--- src/verilog/sbgp_pkg.sv ---
package sbgp_pkg;

  localparam int unsigned ADDR_W = 2;
  localparam int unsigned DATA_W = 8;
  localparam int unsigned PIN_N  = 6;
  localparam int unsigned AN_N   = 5;

  localparam logic [ADDR_W-1:0] OFS_PIN_LEVEL     = 2'h0;
  localparam logic [ADDR_W-1:0] OFS_OUTPUT_LATCH  = 2'h1;
  localparam logic [ADDR_W-1:0] OFS_DIRECTION     = 2'h2;
  localparam logic [ADDR_W-1:0] OFS_ANALOG_CONFIG = 2'h3;

  localparam int unsigned BIT_PULLUP_J = 7;
  localparam int unsigned BIT_PULLUP_D = 7;
  localparam int unsigned BIT_PULLUP_E = 6;
  localparam int unsigned BIT_TIMER_PIN = 4;
  localparam int unsigned BIT_CMP_REF_PIN = 2;
  localparam int unsigned BIT_LED_A_PIN = 0;
  localparam int unsigned BIT_LED_B_PIN = 1;
  localparam int unsigned REF_SEL_LSB   = 4;
  localparam int unsigned REF_SEL_W     = 2;
  localparam int unsigned PIN_SEL_W     = 4;

  localparam logic [PIN_N-1:0]     RST_DIRECTION = 6'h3f;
  localparam logic [PIN_N-1:0]     RST_LATCH     = 6'h00;
  localparam logic [REF_SEL_W-1:0] RST_REF_SEL   = 2'h0;
  localparam logic [PIN_SEL_W-1:0] RST_PIN_SEL   = 4'h0;
  localparam logic [DATA_W-1:0]    ZERO_DATA     = 8'h00;

  // Converter channel k sits on pin AN_PIN[k]: channels 0..3 on pins 0..3, channel 4 on pin 5.
  localparam logic [PIN_N-1:0] AN_PIN_MAP [AN_N] = '{6'h01, 6'h02, 6'h04, 6'h08, 6'h20};

  typedef struct packed {
    logic [ADDR_W-1:0] addr;
    logic [DATA_W-1:0] wdata;
    logic              wr;
    logic              rd;
  } sbgp_bus_req_s;

  typedef struct packed {
    logic [PIN_N-1:0] dout;
    logic [PIN_N-1:0] oe;
  } sbgp_pin_drive_s;

  typedef struct packed {
    logic pullup_j;
    logic pullup_d;
    logic pullup_e;
  } sbgp_pullup_s;

endpackage

--- src/verilog/sbgp_port.sv ---
// Six-bit general-purpose port with analog pin select, LED overrides and pull-up controls.
//
// The implementer's own choices: the address map and the strobed register port.
`timescale 1ns/100ps
`default_nettype none
module sbgp_port (
  input  wire logic                        i_mclk,
  input  wire logic                        i_rstn,
  input  wire logic                        i_ce,
  input  wire sbgp_pkg::sbgp_bus_req_s     i_bus,
  output logic [sbgp_pkg::DATA_W-1:0]      o_rdata,
  input  wire logic [sbgp_pkg::PIN_N-1:0]  i_pin,
  output sbgp_pkg::sbgp_pin_drive_s        o_pin,
  input  wire logic                        i_led_en,
  input  wire logic                        i_net_led_a,
  input  wire logic                        i_net_led_b,
  input  wire logic                        i_comparator_ref_out_en,
  output logic                             o_timer_clock_in,
  output logic [sbgp_pkg::AN_N-1:0]        o_analog_enable,
  output logic [sbgp_pkg::REF_SEL_W-1:0]   o_ref_select,
  output sbgp_pkg::sbgp_pullup_s           o_pullup
);
  import sbgp_pkg::*;

  // Analog channel mask from the pin-select field: value 0 makes all five
  // channels analog, each step up frees one more, 5 and above is all digital.
  function automatic logic [AN_N-1:0] an_mask(input logic [PIN_SEL_W-1:0] sel);
    logic [AN_N-1:0] m;
    m = '0;
    for (int k = 0; k < AN_N; k++) begin
      m[k] = (32'(sel) + 32'(k)) < 32'(AN_N);
    end
    return m;
  endfunction

  // Spread a channel mask onto pin positions.
  function automatic logic [PIN_N-1:0] an_to_pins(input logic [AN_N-1:0] m);
    logic [PIN_N-1:0] p;
    p = '0;
    for (int k = 0; k < AN_N; k++) begin
      if (m[k]) begin
        p = p | AN_PIN_MAP[k];
      end
    end
    return p;
  endfunction

  // A register slot is written when the write strobe is up and the address matches.
  function automatic logic wr_hit(input sbgp_bus_req_s req, input logic [ADDR_W-1:0] ofs);
    return req.wr && (req.addr == ofs);
  endfunction

  logic [1:0] rst_sync_reg;
  logic       rst_n;

  always_ff @(posedge i_mclk or negedge i_rstn) begin
    if (!i_rstn) begin
      rst_sync_reg <= 2'h0;
    end else begin
      rst_sync_reg <= {rst_sync_reg[0], 1'b1};
    end
  end
  assign rst_n = rst_sync_reg[1];

  logic [PIN_N-1:0]     direction_reg;
  logic [PIN_N-1:0]     output_latch_reg;
  logic [REF_SEL_W-1:0] ref_select_reg;
  logic [PIN_SEL_W-1:0] analog_pin_select_reg;
  sbgp_pullup_s         pullup_reg;
  logic [PIN_N-1:0]     pin_meta_reg;
  logic [PIN_N-1:0]     pin_sync_reg;
  logic [DATA_W-1:0]    rdata_reg;

  logic                 wr_level;
  logic                 wr_latch;
  logic                 wr_dir;
  logic                 wr_cfg;
  logic [PIN_N-1:0]     direction_next;
  logic [PIN_N-1:0]     output_latch_next;
  logic [REF_SEL_W-1:0] ref_select_next;
  logic [PIN_SEL_W-1:0] analog_pin_select_next;
  sbgp_pullup_s         pullup_next;
  logic [DATA_W-1:0]    rdata_next;

  logic [AN_N-1:0]      analog_ch;
  logic [PIN_N-1:0]     analog_pins;
  logic [PIN_N-1:0]     digital_in_en;
  logic [PIN_N-1:0]     pin_level_view;
  logic [PIN_N-1:0]     drive_data;
  logic [PIN_N-1:0]     drive_oe;
  logic                 cmp_ref_on;

  // Register decode.
  assign wr_level = wr_hit(i_bus, OFS_PIN_LEVEL);
  assign wr_latch = wr_hit(i_bus, OFS_OUTPUT_LATCH);
  assign wr_dir   = wr_hit(i_bus, OFS_DIRECTION);
  assign wr_cfg   = wr_hit(i_bus, OFS_ANALOG_CONFIG);

  // A write to either the level or the latch address loads the latch.
  assign output_latch_next = (wr_level || wr_latch) ? i_bus.wdata[PIN_N-1:0] : output_latch_reg;
  assign direction_next    = wr_dir ? i_bus.wdata[PIN_N-1:0] : direction_reg;
  assign ref_select_next   = wr_cfg ? i_bus.wdata[REF_SEL_LSB +: REF_SEL_W] : ref_select_reg;
  assign analog_pin_select_next = wr_cfg ? i_bus.wdata[PIN_SEL_W-1:0] : analog_pin_select_reg;
  assign pullup_next.pullup_j = wr_level ? i_bus.wdata[BIT_PULLUP_J] : pullup_reg.pullup_j;
  assign pullup_next.pullup_d = wr_latch ? i_bus.wdata[BIT_PULLUP_D] : pullup_reg.pullup_d;
  assign pullup_next.pullup_e = wr_latch ? i_bus.wdata[BIT_PULLUP_E] : pullup_reg.pullup_e;

  // Pin input paths.
  assign analog_ch   = an_mask(analog_pin_select_reg);
  assign analog_pins = an_to_pins(analog_ch);
  assign cmp_ref_on  = i_comparator_ref_out_en;
  // Analog pins and a pin 2 carrying the reference output lose their digital input.
  assign digital_in_en = ~analog_pins & ~(PIN_N'(cmp_ref_on) << BIT_CMP_REF_PIN);
  assign pin_level_view = pin_sync_reg & digital_in_en;

  // Output drivers: analog selection has no say here.
  // The LED override changes only the level on pins 0 and 1; the direction
  // bit still owns the enable, so an input pin never shows the LED.
  for (genvar g = 0; g < PIN_N; g++) begin : g_pin_drive
    logic led_pick;
    logic led_level;
    logic ref_block;

    assign led_pick  = i_led_en && ((unsigned'(g) == BIT_LED_A_PIN) || (unsigned'(g) == BIT_LED_B_PIN));
    assign led_level = (unsigned'(g) == BIT_LED_A_PIN) ? i_net_led_a : i_net_led_b;
    assign ref_block = cmp_ref_on && (unsigned'(g) == BIT_CMP_REF_PIN);

    assign drive_data[g] = led_pick ? led_level : output_latch_reg[g];
    assign drive_oe[g]   = !direction_reg[g] && !ref_block;
  end

  // Read mux; unimplemented bits and unknown addresses read as zero.
  always_comb begin
    rdata_next = ZERO_DATA;
    if (i_bus.rd) begin
      case (i_bus.addr)
        OFS_PIN_LEVEL: begin
          rdata_next[PIN_N-1:0]   = pin_level_view;
          rdata_next[BIT_PULLUP_J] = pullup_reg.pullup_j;
        end
        OFS_OUTPUT_LATCH: begin
          rdata_next[PIN_N-1:0]    = output_latch_reg;
          rdata_next[BIT_PULLUP_D] = pullup_reg.pullup_d;
          rdata_next[BIT_PULLUP_E] = pullup_reg.pullup_e;
        end
        OFS_DIRECTION: begin
          rdata_next[PIN_N-1:0] = direction_reg;
        end
        OFS_ANALOG_CONFIG: begin
          rdata_next[REF_SEL_LSB +: REF_SEL_W] = ref_select_reg;
          rdata_next[PIN_SEL_W-1:0]            = analog_pin_select_reg;
        end
        default: begin
          rdata_next = ZERO_DATA;
        end
      endcase
    end
  end

  // Two-stage pin synchroniser; the first stage feeds only the second.
  always_ff @(posedge i_mclk or negedge rst_n) begin
    if (!rst_n) begin
      pin_meta_reg <= '0;
      pin_sync_reg <= '0;
    end else if (i_ce) begin
      pin_meta_reg <= i_pin;
      pin_sync_reg <= pin_meta_reg;
    end
  end

  // Control registers come up with every pin an input and pins 5,3:0 analog.
  always_ff @(posedge i_mclk or negedge rst_n) begin
    if (!rst_n) begin
      direction_reg <= RST_DIRECTION;
    end else if (i_ce) begin
      direction_reg <= direction_next;
    end
  end

  always_ff @(posedge i_mclk or negedge rst_n) begin
    if (!rst_n) begin
      output_latch_reg <= RST_LATCH;
    end else if (i_ce) begin
      output_latch_reg <= output_latch_next;
    end
  end

  always_ff @(posedge i_mclk or negedge rst_n) begin
    if (!rst_n) begin
      ref_select_reg <= RST_REF_SEL;
    end else if (i_ce) begin
      ref_select_reg <= ref_select_next;
    end
  end

  // A zero select makes pins 5 and 3:0 analog straight out of reset.
  always_ff @(posedge i_mclk or negedge rst_n) begin
    if (!rst_n) begin
      analog_pin_select_reg <= RST_PIN_SEL;
    end else if (i_ce) begin
      analog_pin_select_reg <= analog_pin_select_next;
    end
  end

  // Pull-up enables start cleared on every reset.
  always_ff @(posedge i_mclk or negedge rst_n) begin
    if (!rst_n) begin
      pullup_reg <= '0;
    end else if (i_ce) begin
      pullup_reg <= pullup_next;
    end
  end

  // Read data stand for one enabled cycle and fall back to zero at the next one; a low i_ce holds them.
  always_ff @(posedge i_mclk or negedge rst_n) begin
    if (!rst_n) begin
      rdata_reg <= ZERO_DATA;
    end else if (i_ce) begin
      rdata_reg <= rdata_next;
    end
  end

  assign o_rdata          = rdata_reg;
  assign o_pin            = sbgp_pin_drive_s'{dout: drive_data, oe: drive_oe};
  // Pin 4 reaches the timer whatever its direction bit.
  assign o_timer_clock_in = pin_sync_reg[BIT_TIMER_PIN];
  assign o_analog_enable  = analog_ch;
  assign o_ref_select     = ref_select_reg;
  assign o_pullup         = pullup_reg;

endmodule // sbgp_port
`default_nettype wire
--- config.mk ---
export PLATFORM = sky130hd
export DESIGN_NAME = sbgp_port
export DESIGN_NICKNAME = d
export VERILOG_FILES = /design/src/verilog/sbgp_pkg.sv /design/src/verilog/sbgp_port.sv
export SDC_FILE = /design/constraint.sdc
export NUM_CORES = 1
export LEC_CHECK = 0
export ABC_CLOCK_PERIOD_IN_PS = 2360
export BUFFER_PORTS_ARGS = -buffer_cell sky130_fd_sc_hd__clkbuf_2
export CAP_MARGIN = 15
export CORE_MARGIN = 4
export CORE_UTILIZATION = 55
export DETAILED_ROUTE_END_ITERATION = 8
export PLACE_DENSITY = 0.94
export SLEW_MARGIN = 5
export SYNTH_ARGS = -nofsm -noshare
export SYNTH_HDL_FRONTEND = slang
export SYNTH_SLANG_ARGS = --single-unit
--- constraint.sdc ---
create_clock -name i_mclk -period 2.36 [get_ports i_mclk]
set_clock_uncertainty 0.2 [all_clocks]
set_input_delay 0.118 -clock i_mclk [delete_from_list [all_inputs] [get_ports i_mclk]]
set_output_delay 0.118 -clock i_mclk [all_outputs]
set_load 0.02 [all_outputs]
==> impl_metrics.json, run 1 <==
{
  "gp_congestion": 0.806,
  "final_common_cell": "clkbuf_2",
  "crit_arrival_ns": 1.87,
  "drive_above_1_share_pct": 41.8,
  "synth_seq_cells": 43,
  "synth_area_per_cell_um2": 12.6,
  "rsz0062_at_grt": "false",
  "largest_register_ffs": 8,
  "clk_pin_slew_ns": 0.08,
  "hold_path_class": "flop to async pin",
  "p_sw_mw": 0.676,
  "vdd_drop_max_uv": 500,
  "seq_area_frac_synth_pct": 52.2,
  "start_util_pct": 56.7,
  "drcViolationCount": 0,
  "first_iter_violations": 104,
  "final_cell_mix": "55 x clkbuf_2, 35 x dfrtp_1, 18 x mux2_2",
  "internal-power_mw": 1.34,
  "vias": 1533,
  "syn_to_final_growth_pct": 25.8,
  "drtAntennaViolNets": 0,
  "synth.largest_area_cell": "dfrtp_1",
  "synth_top_area_share_pct": 44.6,
  "finalPower_mw": 2.02,
  "first_pass_iters": 4,
  "ys_warn_count": 0,
  "wl_um": 4390,
  "syn_inst": 165,
  "numClockSinks": 43,
  "grt_pass1_vias": 1575,
  "antennaDiodeCount": 0,
  "die_area_um2": 4820,
  "yosysUniqueCellTypes": 39,
  "die_y_um": 69.5,
  "syn_nets": 192,
  "drv_slew": 0,
  "numCtsBuffers": 5,
  "die_x_um": 69.5,
  "clk_latency_ns": 0.29,
  "slowest_delay_ns": 0.46,
  "final_util_pct": 71.4,
  "sw_frac_of_total_pct": 33.5,
  "multi_input_area_um2": 867,
  "core_area_um2": 3660,
  "p_leak_nw": 1.25,
  "slew_headroom_pct": 59.7,
  "p_comb_share_pct": 30.3,
  "synthTopCellsByArea": "dfrtp_1 45%, mux2_2 9.8%, mux2_1 8.1%, dfstp_2 7.6%, mux2i_1 2.9%",
  "overflow": 0,
  "slowest_stage": "dfrtp_2",
  "rows": 22,
  "htree_levels": 2,
  "fill_cells": 266,
  "via_per_inst": 5.38,
  "cp-start-kind": "flop",
  "p_seq_share_pct": 48.1,
  "hold_viol_final": 0,
  "grt.total_usage_pct": 19.5,
  "synth_edf_count": 0,
  "synth-main-ff-cell": "dfrtp_1",
  "ff_latch_area_um2": 1090,
  "min_period_over_period_pct": 92.9,
  "p_clk_share_pct": 21.5,
  "setup_viol": 0,
  "pin_count": 56,
  "status": "finished clean",
  "port_buffers": 55,
  "cap_violations": 0,
  "path_cells": "inv_1, ha_1, nor2b_1, a32oi_1, o221ai_1, clkbuf_2",
  "grt_antenna_before_repair": 0,
  "grt_start_max_net_pins": 27,
  "max_freq_ghz": 0.456,
  "period_needed_ns": 2.19,
  "async_flop_share_pct": 100,
  "final_net_count": 263,
  "crit_required_ns": 2.04,
  "crit_path_end_kind": "primary output",
  "finalInstanceArea_um2": 2610,
  "root_buffer": "clkbuf_8",
  "setup-tns-final_ns": 0,
  "dpl_cell_area_um2": 2350,
  "clockBufferDepth": 2,
  "crit_type": "flop to primary output",
  "grt_pass1_wl_um": 7550,
  "power_density_nw_per_um2": 772,
  "synth_area_um2": 2080,
  "critPathMaxFanout": 9,
  "dpl.hpwl_um": 3330,
  "cts_tree": "done",
  "detail_route.wl_per_cell_um": 15.4,
  "tightest_slew_ns": 0.604
}
final timing paths:
check / endpoint / cells past startpoint / from / slack [ns]
setup / recovery: o_analog_enable[1] / 6 / analog_pin_select_reg[1] / 0.17
hold / removal: analog_pin_select_reg[2] / 1 / rst_sync_reg[1] / 0.02
setup reg to reg: o_rdata[1] / 6 / analog_pin_select_reg[1] / 0.58
hold reg to reg: analog_pin_select_reg[2] / 1 / rst_sync_reg[1] / 0.02
max in group asynchronous: rst_sync_reg[1] / 3 / i_rstn / 1.34
min in group i_mclk: o_pullup[2] / 3 / i_bus[1] / 0.04
kinds of logic (layout without fill, tap and decap cells):
| group | after synthesis | in the layout | synth area share (%) |
|---|---|---|---|
| DFF | 43 | 43 | 52.2 |
| muxes | 40 | 40 | 21.9 |
| AOI/OAI and AO/OA | 27 | 27 | 9.88 |
| and+or+nand+nor | 27 | 27 | 8.62 |
| buffers and inverters | 25 | 97 | 6.08 |
| adders and majority gates | 2 | 2 | 1.20 |
| other | 1 | 1 | 0.181 |
Yosys cell counts, types with 2 or more instances:
master and n:
mux2i_1 6, o21ai_1 2, nand3_1 3, o21ai_0 7, a21oi_1 2, buf_4 5, a221oi_1 3, a221oi_2 2
o2bb2ai_1 2, nor2b_1 3, a22o_1 3, nand2_1 6, buf_2 5, nor2_1 2, dfstp_2 6, inv_1 14
dfrtp_1 37, a22oi_1 2, mux2_2 18, mux2_1 15, nand4_1 3, ha_1 2
routing by layer:
metal	global-route usage (%)	share of wire, %
met5	0	0
met4	4.99	1.4
met3	6.96	8.7
met2	32.1	49
met1	24.4	41
power groups by stage:
stage	logic, mW	registers, mW	clock network [mW]
finish	0.612	0.971	0.434
global route	0.671	0.988	0.485
CTS	0.606	0.974	0.450
detailed placement	0.582	0.989	0
global placement	0.562	0.982	0
floorplan	0.379	1.01	0
stage by stage:
stage          setup WS [ns]  cells  hold slack [ns]
4_1_cts               0.0488    284           0.0333
6_report               0.168    285           0.0213
5_1_grt              0.00121    285           0.0533
3_5_place_dp           0.384    259           -0.291
3_3_place_gp           0.448    259           -0.294
2_1_floorplan          0.339    165           -0.378
cell type report:
type	count	area share (%)
tap	48	2.30
inverter	14	2.01
multi-input combinational	97	33.2
clock buffer	8	3.06
timing repair buffer	75	17.9
sequential	43	41.6
repair_timing:
action / CTS / global route
hold buffers: 17 / 0
setup buffers: 0 / 1
setup endpoints to repair: 0 / 1
endpoints found under the hold margin: 32 / 0
resized for setup: 0 / 2
worst max-delay path: cells and delay by family (launching register included):
kind / cells / cell delay, ns
flops: 1 / 0.46
fa+ha+maj: 1 / 0.32
buf+inv: 2 / 0.30
compound gates: 2 / 0.29
simple gates: 1 / 0.22
(Power assumes the default switching activity.)
==> inputs of run 2 (changes only) <==
--- a/config.mk
+++ b/config.mk
@@ -5,11 +5,12 @@
 export SDC_FILE = /design/constraint.sdc
 export NUM_CORES = 1
 export LEC_CHECK = 0
-export ABC_CLOCK_PERIOD_IN_PS = 2360
+export ABC_CLOCK_PERIOD_IN_PS = 2600
 export BUFFER_PORTS_ARGS = -buffer_cell sky130_fd_sc_hd__clkbuf_2
 export CAP_MARGIN = 15
 export CORE_MARGIN = 4
 export CORE_UTILIZATION = 55
+export CTS_CLUSTER_SIZE = 40
 export DETAILED_ROUTE_END_ITERATION = 8
 export PLACE_DENSITY = 0.94
 export SLEW_MARGIN = 5
==> constraint.sdc (replaced) <==
create_clock -name i_mclk -period 2.6 [get_ports i_mclk]
set_clock_uncertainty 0.2 [all_clocks]
set_input_delay 0.13 -clock i_mclk [delete_from_list [all_inputs] [get_ports i_mclk]]
set_output_delay 0.13 -clock i_mclk [all_outputs]
set_load 0.02 [all_outputs]
==> run 2 against run 1 <==
  * Critical path depth stayed put
  * First-iteration DRC count shrank 0.96%
  * Highest routed layer unchanged
  * Critical endpoint unchanged
  * Largest cell class unchanged
  * Largest power group unchanged
  * Clock power is 21% higher
==> impl_metrics.json, run 2 (synthesis gave the netlist of run 1 again) <==
{
  "hp-start": "i_bus[1]",
  "cts_resized": 0,
  "die_area_um2": 4820,
  "final_net_count": 261,
  "path_cells": "inv_1, ha_1, nor2b_1, a32oi_1, o221ai_1, clkbuf_2",
  "grt.total_usage_pct": 20.1,
  "min_path_cells": 3,
  "grt_pass1_vias": 1583,
  "gp_congestion": 0.808,
  "cts_tree": "done",
  "drv_slew": 0,
  "setup_slack_ns": 0.279,
  "slew_headroom_pct": 43.0,
  "hold_viol_final": 0,
  "numClockSinks": 43,
  "vdd_drop_max_uv": 541,
  "numCtsBuffers": 5,
  "detail_route.wl_per_cell_um": 15.7,
  "core_area_um2": 3660,
  "crit_path_end_kind": "primary output",
  "rows": 22,
  "rsz0062_at_grt": "false",
  "drtAntennaViolNets": 0,
  "finalInstanceArea_um2": 2650,
  "clk_pin_slew_ns": 0.07,
  "r2r_cells": 6,
  "dpl_cell_area_um2": 2360,
  "period_needed_ns": 2.32,
  "first_pass_iters": 4,
  "r2r_slack_ns": 0.70,
  "start_util_pct": 56.7,
  "final_util_pct": 72.3,
  "dp_slack_ns": 0.606,
  "power_density_nw_per_um2": 741,
  "htree_levels": 2,
  "port_buffers": 55,
  "clockBufferDepth": 2,
  "first_iter_violations": 103,
  "antennaDiodeCount": 0,
  "p_leak_nw": 1.26,
  "post_cts_buffers": 0,
  "slowest_delay_ns": 0.55,
  "grt_start_max_net_pins": 27,
  "drive_above_1_share_pct": 41.7,
  "r2r-start": "analog_pin_select_reg[0]",
  "setup_viol": 0,
  "worstReg2RegEnd": "o_rdata[1]",
  "drcViolationCount": 0,
  "status": "finished clean",
  "crit_required_ns": 2.27,
  "dr.max_layer_used": "met4",
  "cap_violations": 0,
  "cp-start-kind": "flop",
  "final_cell_mix": "55 x clkbuf_2, 37 x dfrtp_1, 18 x mux2_2",
  "hold_buffers": 17,
  "root_buffer": "clkbuf_8",
  "min_period_over_period_pct": 89.3,
  "wl_met1_um": 1840,
  "dpl.hpwl_um": 3340,
  "crit_type": "flop to primary output",
  "final_common_cell": "clkbuf_2",
  "clk_latency_ns": 0.29,
  "hold-path-endpoint": "o_pullup[2]",
  "critPathMaxFanout": 11,
  "dr_wl_met3_um": 342,
  "hold_path_class": "input port to flop",
  "overflow": 0,
  "crit_arrival_ns": 1.99,
  "tightest_slew_ns": 0.855,
  "pin_count": 56,
  "largest_register_ffs": 8,
  "syn_to_final_growth_pct": 27.4,
  "fill_cells": 272,
  "vias": 1567,
  "route.met2.wl_um": 2200,
  "wl_um": 4460,
  "max_freq_ghz": 0.431,
  "grt_pass1_wl_um": 7690,
  "die_y_um": 69.5,
  "via_per_inst": 5.54,
  "slowest_stage": "dfrtp_1",
  "setup-tns-final_ns": 0,
  "die_x_um": 69.5,
  "grt_antenna_before_repair": 0
}
[run 2: cell types whose count changed in the layout (fill, tap and decap cells not counted), moves of 2 or more]
cell	previous run	this run
buf_4	3	0
clkbuf_1	3	0
dfrtp_1	35	37
dfrtp_2	2	0
[run 2: per-stage QoR]
| stage | power (mW) | hold WS, ns | instances |
|---|---|---|---|
| 2_1_floorplan | 1.26 | -0.366 | 165 |
| 4_1_cts | 1.98 | 0.0478 | 283 |
| 3_3_place_gp | 1.40 | -0.282 | 258 |
| 3_5_place_dp | 1.43 | -0.281 | 258 |
| 6_report | 1.96 | 0.0601 | 283 |
| 5_1_grt | 2.07 | 0.0625 | 283 |
[run 2: how the worst max path moves through the flow]
stage	to	depth (start not counted)	slack, ns	startpoint
3_5_place_dp	o_analog_enable[1]	6	0.61	analog_pin_select_reg[0]
2_1_floorplan	o_rdata[1]	7	0.58	analog_pin_select_reg[0]
6_report	o_analog_enable[1]	6	0.28	analog_pin_select_reg[0]
3_3_place_gp	o_analog_enable[1]	6	0.68	analog_pin_select_reg[0]
4_1_cts	o_analog_enable[1]	6	0.27	analog_pin_select_reg[0]
5_1_grt	o_analog_enable[1]	6	0.10	analog_pin_select_reg[0]
[run 2: cell type report]
| cell class | count | area, um^2 | area share, % |
|---|---|---|---|
| multi-input cells | 97 | 867 | 32.8 |
| inverters | 14 | 52.6 | 1.99 |
| repair buffers | 73 | 465 | 17.6 |
| well taps | 48 | 60.1 | 2.27 |
| clock inverters | 2 | 35.0 | 1.32 |
| flip-flops and latches | 43 | 1080 | 40.9 |
| clock buffers | 6 | 82.6 | 3.12 |
[run 2: metal layers]
layer	up-vias	GRT usage (%)
li1	722	-
met1	778	25.9
met2	59	32.3
met3	8	5.94
met4	0	7.16
met5	-	0
[run 2: where the power goes]
group / leakage (nW) / switching (mW) / internal (mW)
sequential: 0.512 / 0.103 / 0.793
clock: 0.0612 / 0.214 / 0.311
combinational: 0.691 / 0.312 / 0.229
total: 1.26 / 0.628 / 1.33
[run 2: critical path, delay by kind of cell (launching register included)]
| family | cells | cell delay [ns] |
|---|---|---|
| adders and majority gates | 1 | 0.33 |
| and+or+nand+nor | 1 | 0.21 |
| AOI/OAI and AO/OA | 2 | 0.30 |
| DFF | 1 | 0.55 |
| buffers and inverters | 2 | 0.31 |
==> inputs of run 3 (changes only) <==
--- a/config.mk
+++ b/config.mk
@@ -12,7 +12,7 @@
 export CORE_UTILIZATION = 55
 export CTS_CLUSTER_SIZE = 40
 export DETAILED_ROUTE_END_ITERATION = 8
-export PLACE_DENSITY = 0.94
+export PLACE_DENSITY = 0.83
 export SLEW_MARGIN = 5
 export SYNTH_ARGS = -nofsm -noshare
 export SYNTH_HDL_FRONTEND = slang
==> run 3 against run 2 <==
  * Clock power shrank 14%
  * Final area shrank 1.1%
  * Register-to-register slack about the same
  * Die area stayed put
  * Maximum frequency is essentially flat
  * Sequential power barely moved
  * Global-route usage decreased by 0.49 points
  * Largest cell class unchanged
  * Combinational power about the same
  * Routed wire length is 0.63% higher
==> impl_metrics.json, run 3 (synthesis gave the netlist of run 1 again) <==
{
  "clk_latency_ns": 0.28,
  "post_cts_buffers": 0,
  "crit_arrival_ns": 1.99,
  "gp_congestion": 0.793,
  "ff_latch_area_um2": 1080,
  "vias": 1548,
  "r2r_cells": 6,
  "slew_headroom_pct": 62.3,
  "multi_input_area_um2": 867,
  "numCtsBuffers": 5,
  "r2r_slack_ns": 0.70,
  "core_area_um2": 3660,
  "grt_antenna_before_repair": 0,
  "min_path_cells": 3,
  "grt_pass1_vias": 1540,
  "drv_slew": 0,
  "overflow": 0,
  "cts_tree": "done",
  "largest_register_ffs": 8,
  "clockBufferDepth": 2,
  "tightest_slew_ns": 0.565,
  "status": "finished clean",
  "crit_type": "flop to primary output",
  "worstReg2RegEnd": "o_rdata[1]",
  "grt_start_max_net_pins": 42,
  "dpl_cell_area_um2": 2350,
  "clk_pin_slew_ns": 0.08,
  "drive_above_1_share_pct": 41.3,
  "syn_to_final_growth_pct": 26.0,
  "dpl.hpwl_um": 3270,
  "setup_viol": 0,
  "port_buffers": 55,
  "rsz0062_at_grt": "false",
  "antennaDiodeCount": 0,
  "final_util_pct": 71.5,
  "final_cell_mix": "55 x clkbuf_2, 37 x dfrtp_1, 18 x mux2_2",
  "min_period_over_period_pct": 89.2,
  "grt_pass1_wl_um": 7560,
  "p_leak_nw": 1.25,
  "htree_levels": 2,
  "die_y_um": 69.5,
  "critPathMaxFanout": 11,
  "setup_slack_ns": 0.281,
  "numClockSinks": 43,
  "fill_cells": 264,
  "die_area_um2": 4820,
  "cp-start-kind": "flop",
  "drtAntennaViolNets": 0,
  "root_buffer": "clkbuf_8",
  "vdd_drop_max_uv": 526,
  "crit_required_ns": 2.27,
  "power_density_nw_per_um2": 721,
  "die_x_um": 69.5,
  "period_needed_ns": 2.32,
  "dp_slack_ns": 0.625,
  "cap_violations": 0,
  "holdWs_ns": 0.0707,
  "first_iter_violations": 101,
  "final_net_count": 261,
  "grt.total_usage_pct": 19.6,
  "hold_path_class": "input port to flop",
  "via_per_inst": 5.47,
  "wl_um": 4490,
  "max_freq_ghz": 0.431,
  "rows": 22,
  "setup-tns-final_ns": 0,
  "drcViolationCount": 0,
  "detail_route.wl_per_cell_um": 15.8,
  "finalInstanceArea_um2": 2620,
  "hold_viol_final": 0,
  "final_common_cell": "clkbuf_2",
  "r2r-start": "analog_pin_select_reg[0]",
  "start_util_pct": 56.7,
  "hold-path-endpoint": "o_pullup[2]",
  "hp-start": "i_bus[1]",
  "first_pass_iters": 4,
  "crit_path_end_kind": "primary output",
  "pin_count": 56
}
[run 3: changes by cell type in the layout (fill, tap and decap cells not counted), sizes merged]
cell    change
clkbuf      +2
bufinv      -1
clkinv      -1
[run 3: final cells by class]
class / count / share of cell area, %
flip-flops and latches: 43 / 41.4
well taps: 48 / 2.30
clock buffers: 8 / 3.83
repair buffers: 73 / 17.3
multi-input cells: 97 / 33.1
inverters: 14 / 2.01
[run 3: layer usage]
metal | part of all wire (%) | up-vias | global-route usage, %
li1 | - | 723 | -
met1 | 43 | 769 | 26.3
met2 | 50 | 47 | 31.8
met3 | 4.9 | 9 | 3.48
met4 | 2.1 | 0 | 7.59
met5 | 0 | - | 0
[run 3: worst max path at each step]
stage | start | end | slack, ns | cells after the start
after floorplan | analog_pin_select_reg[0] | o_rdata[1] | 0.58 | 7
after global placement | analog_pin_select_reg[0] | o_analog_enable[1] | 0.68 | 6
after detailed placement | analog_pin_select_reg[0] | o_analog_enable[1] | 0.63 | 6
after CTS | analog_pin_select_reg[0] | o_analog_enable[1] | 0.29 | 6
after global routing | analog_pin_select_reg[1] | o_analog_enable[1] | 0.1 | 6
final | analog_pin_select_reg[0] | o_analog_enable[1] | 0.28 | 6
[run 3: worst max-delay path, cell delays in order (launching register included)]
cell,delay [ns]
dfrtp_1,0.55
inv_1,0.08
ha_1,0.34
nor2b_1,0.21
a32oi_1,0.09
o221ai_1,0.22
clkbuf_2,0.21
[run 3: repair_timing]
item	4_1_cts	5_1_grt
gates resized for setup	0	0
hold endpoints to repair	32	0
hold buffers	17	0
endpoints found under the setup margin	0	0
[run 3: through the flow]
stage | power [mW] | cells
after floorplan | 1.26 | 165
after global placement | 1.40 | 258
after detailed placement | 1.43 | 258
after CTS | 1.89 | 283
after global routing | 1.98 | 283
final | 1.89 | 283
[run 3: where the power goes]
group	switching, mW	internal, mW	total, mW
logic	0.316	0.227	0.543
registers	0.0994	0.793	0.892
clock network	0.207	0.242	0.450
total	0.623	1.26	1.89
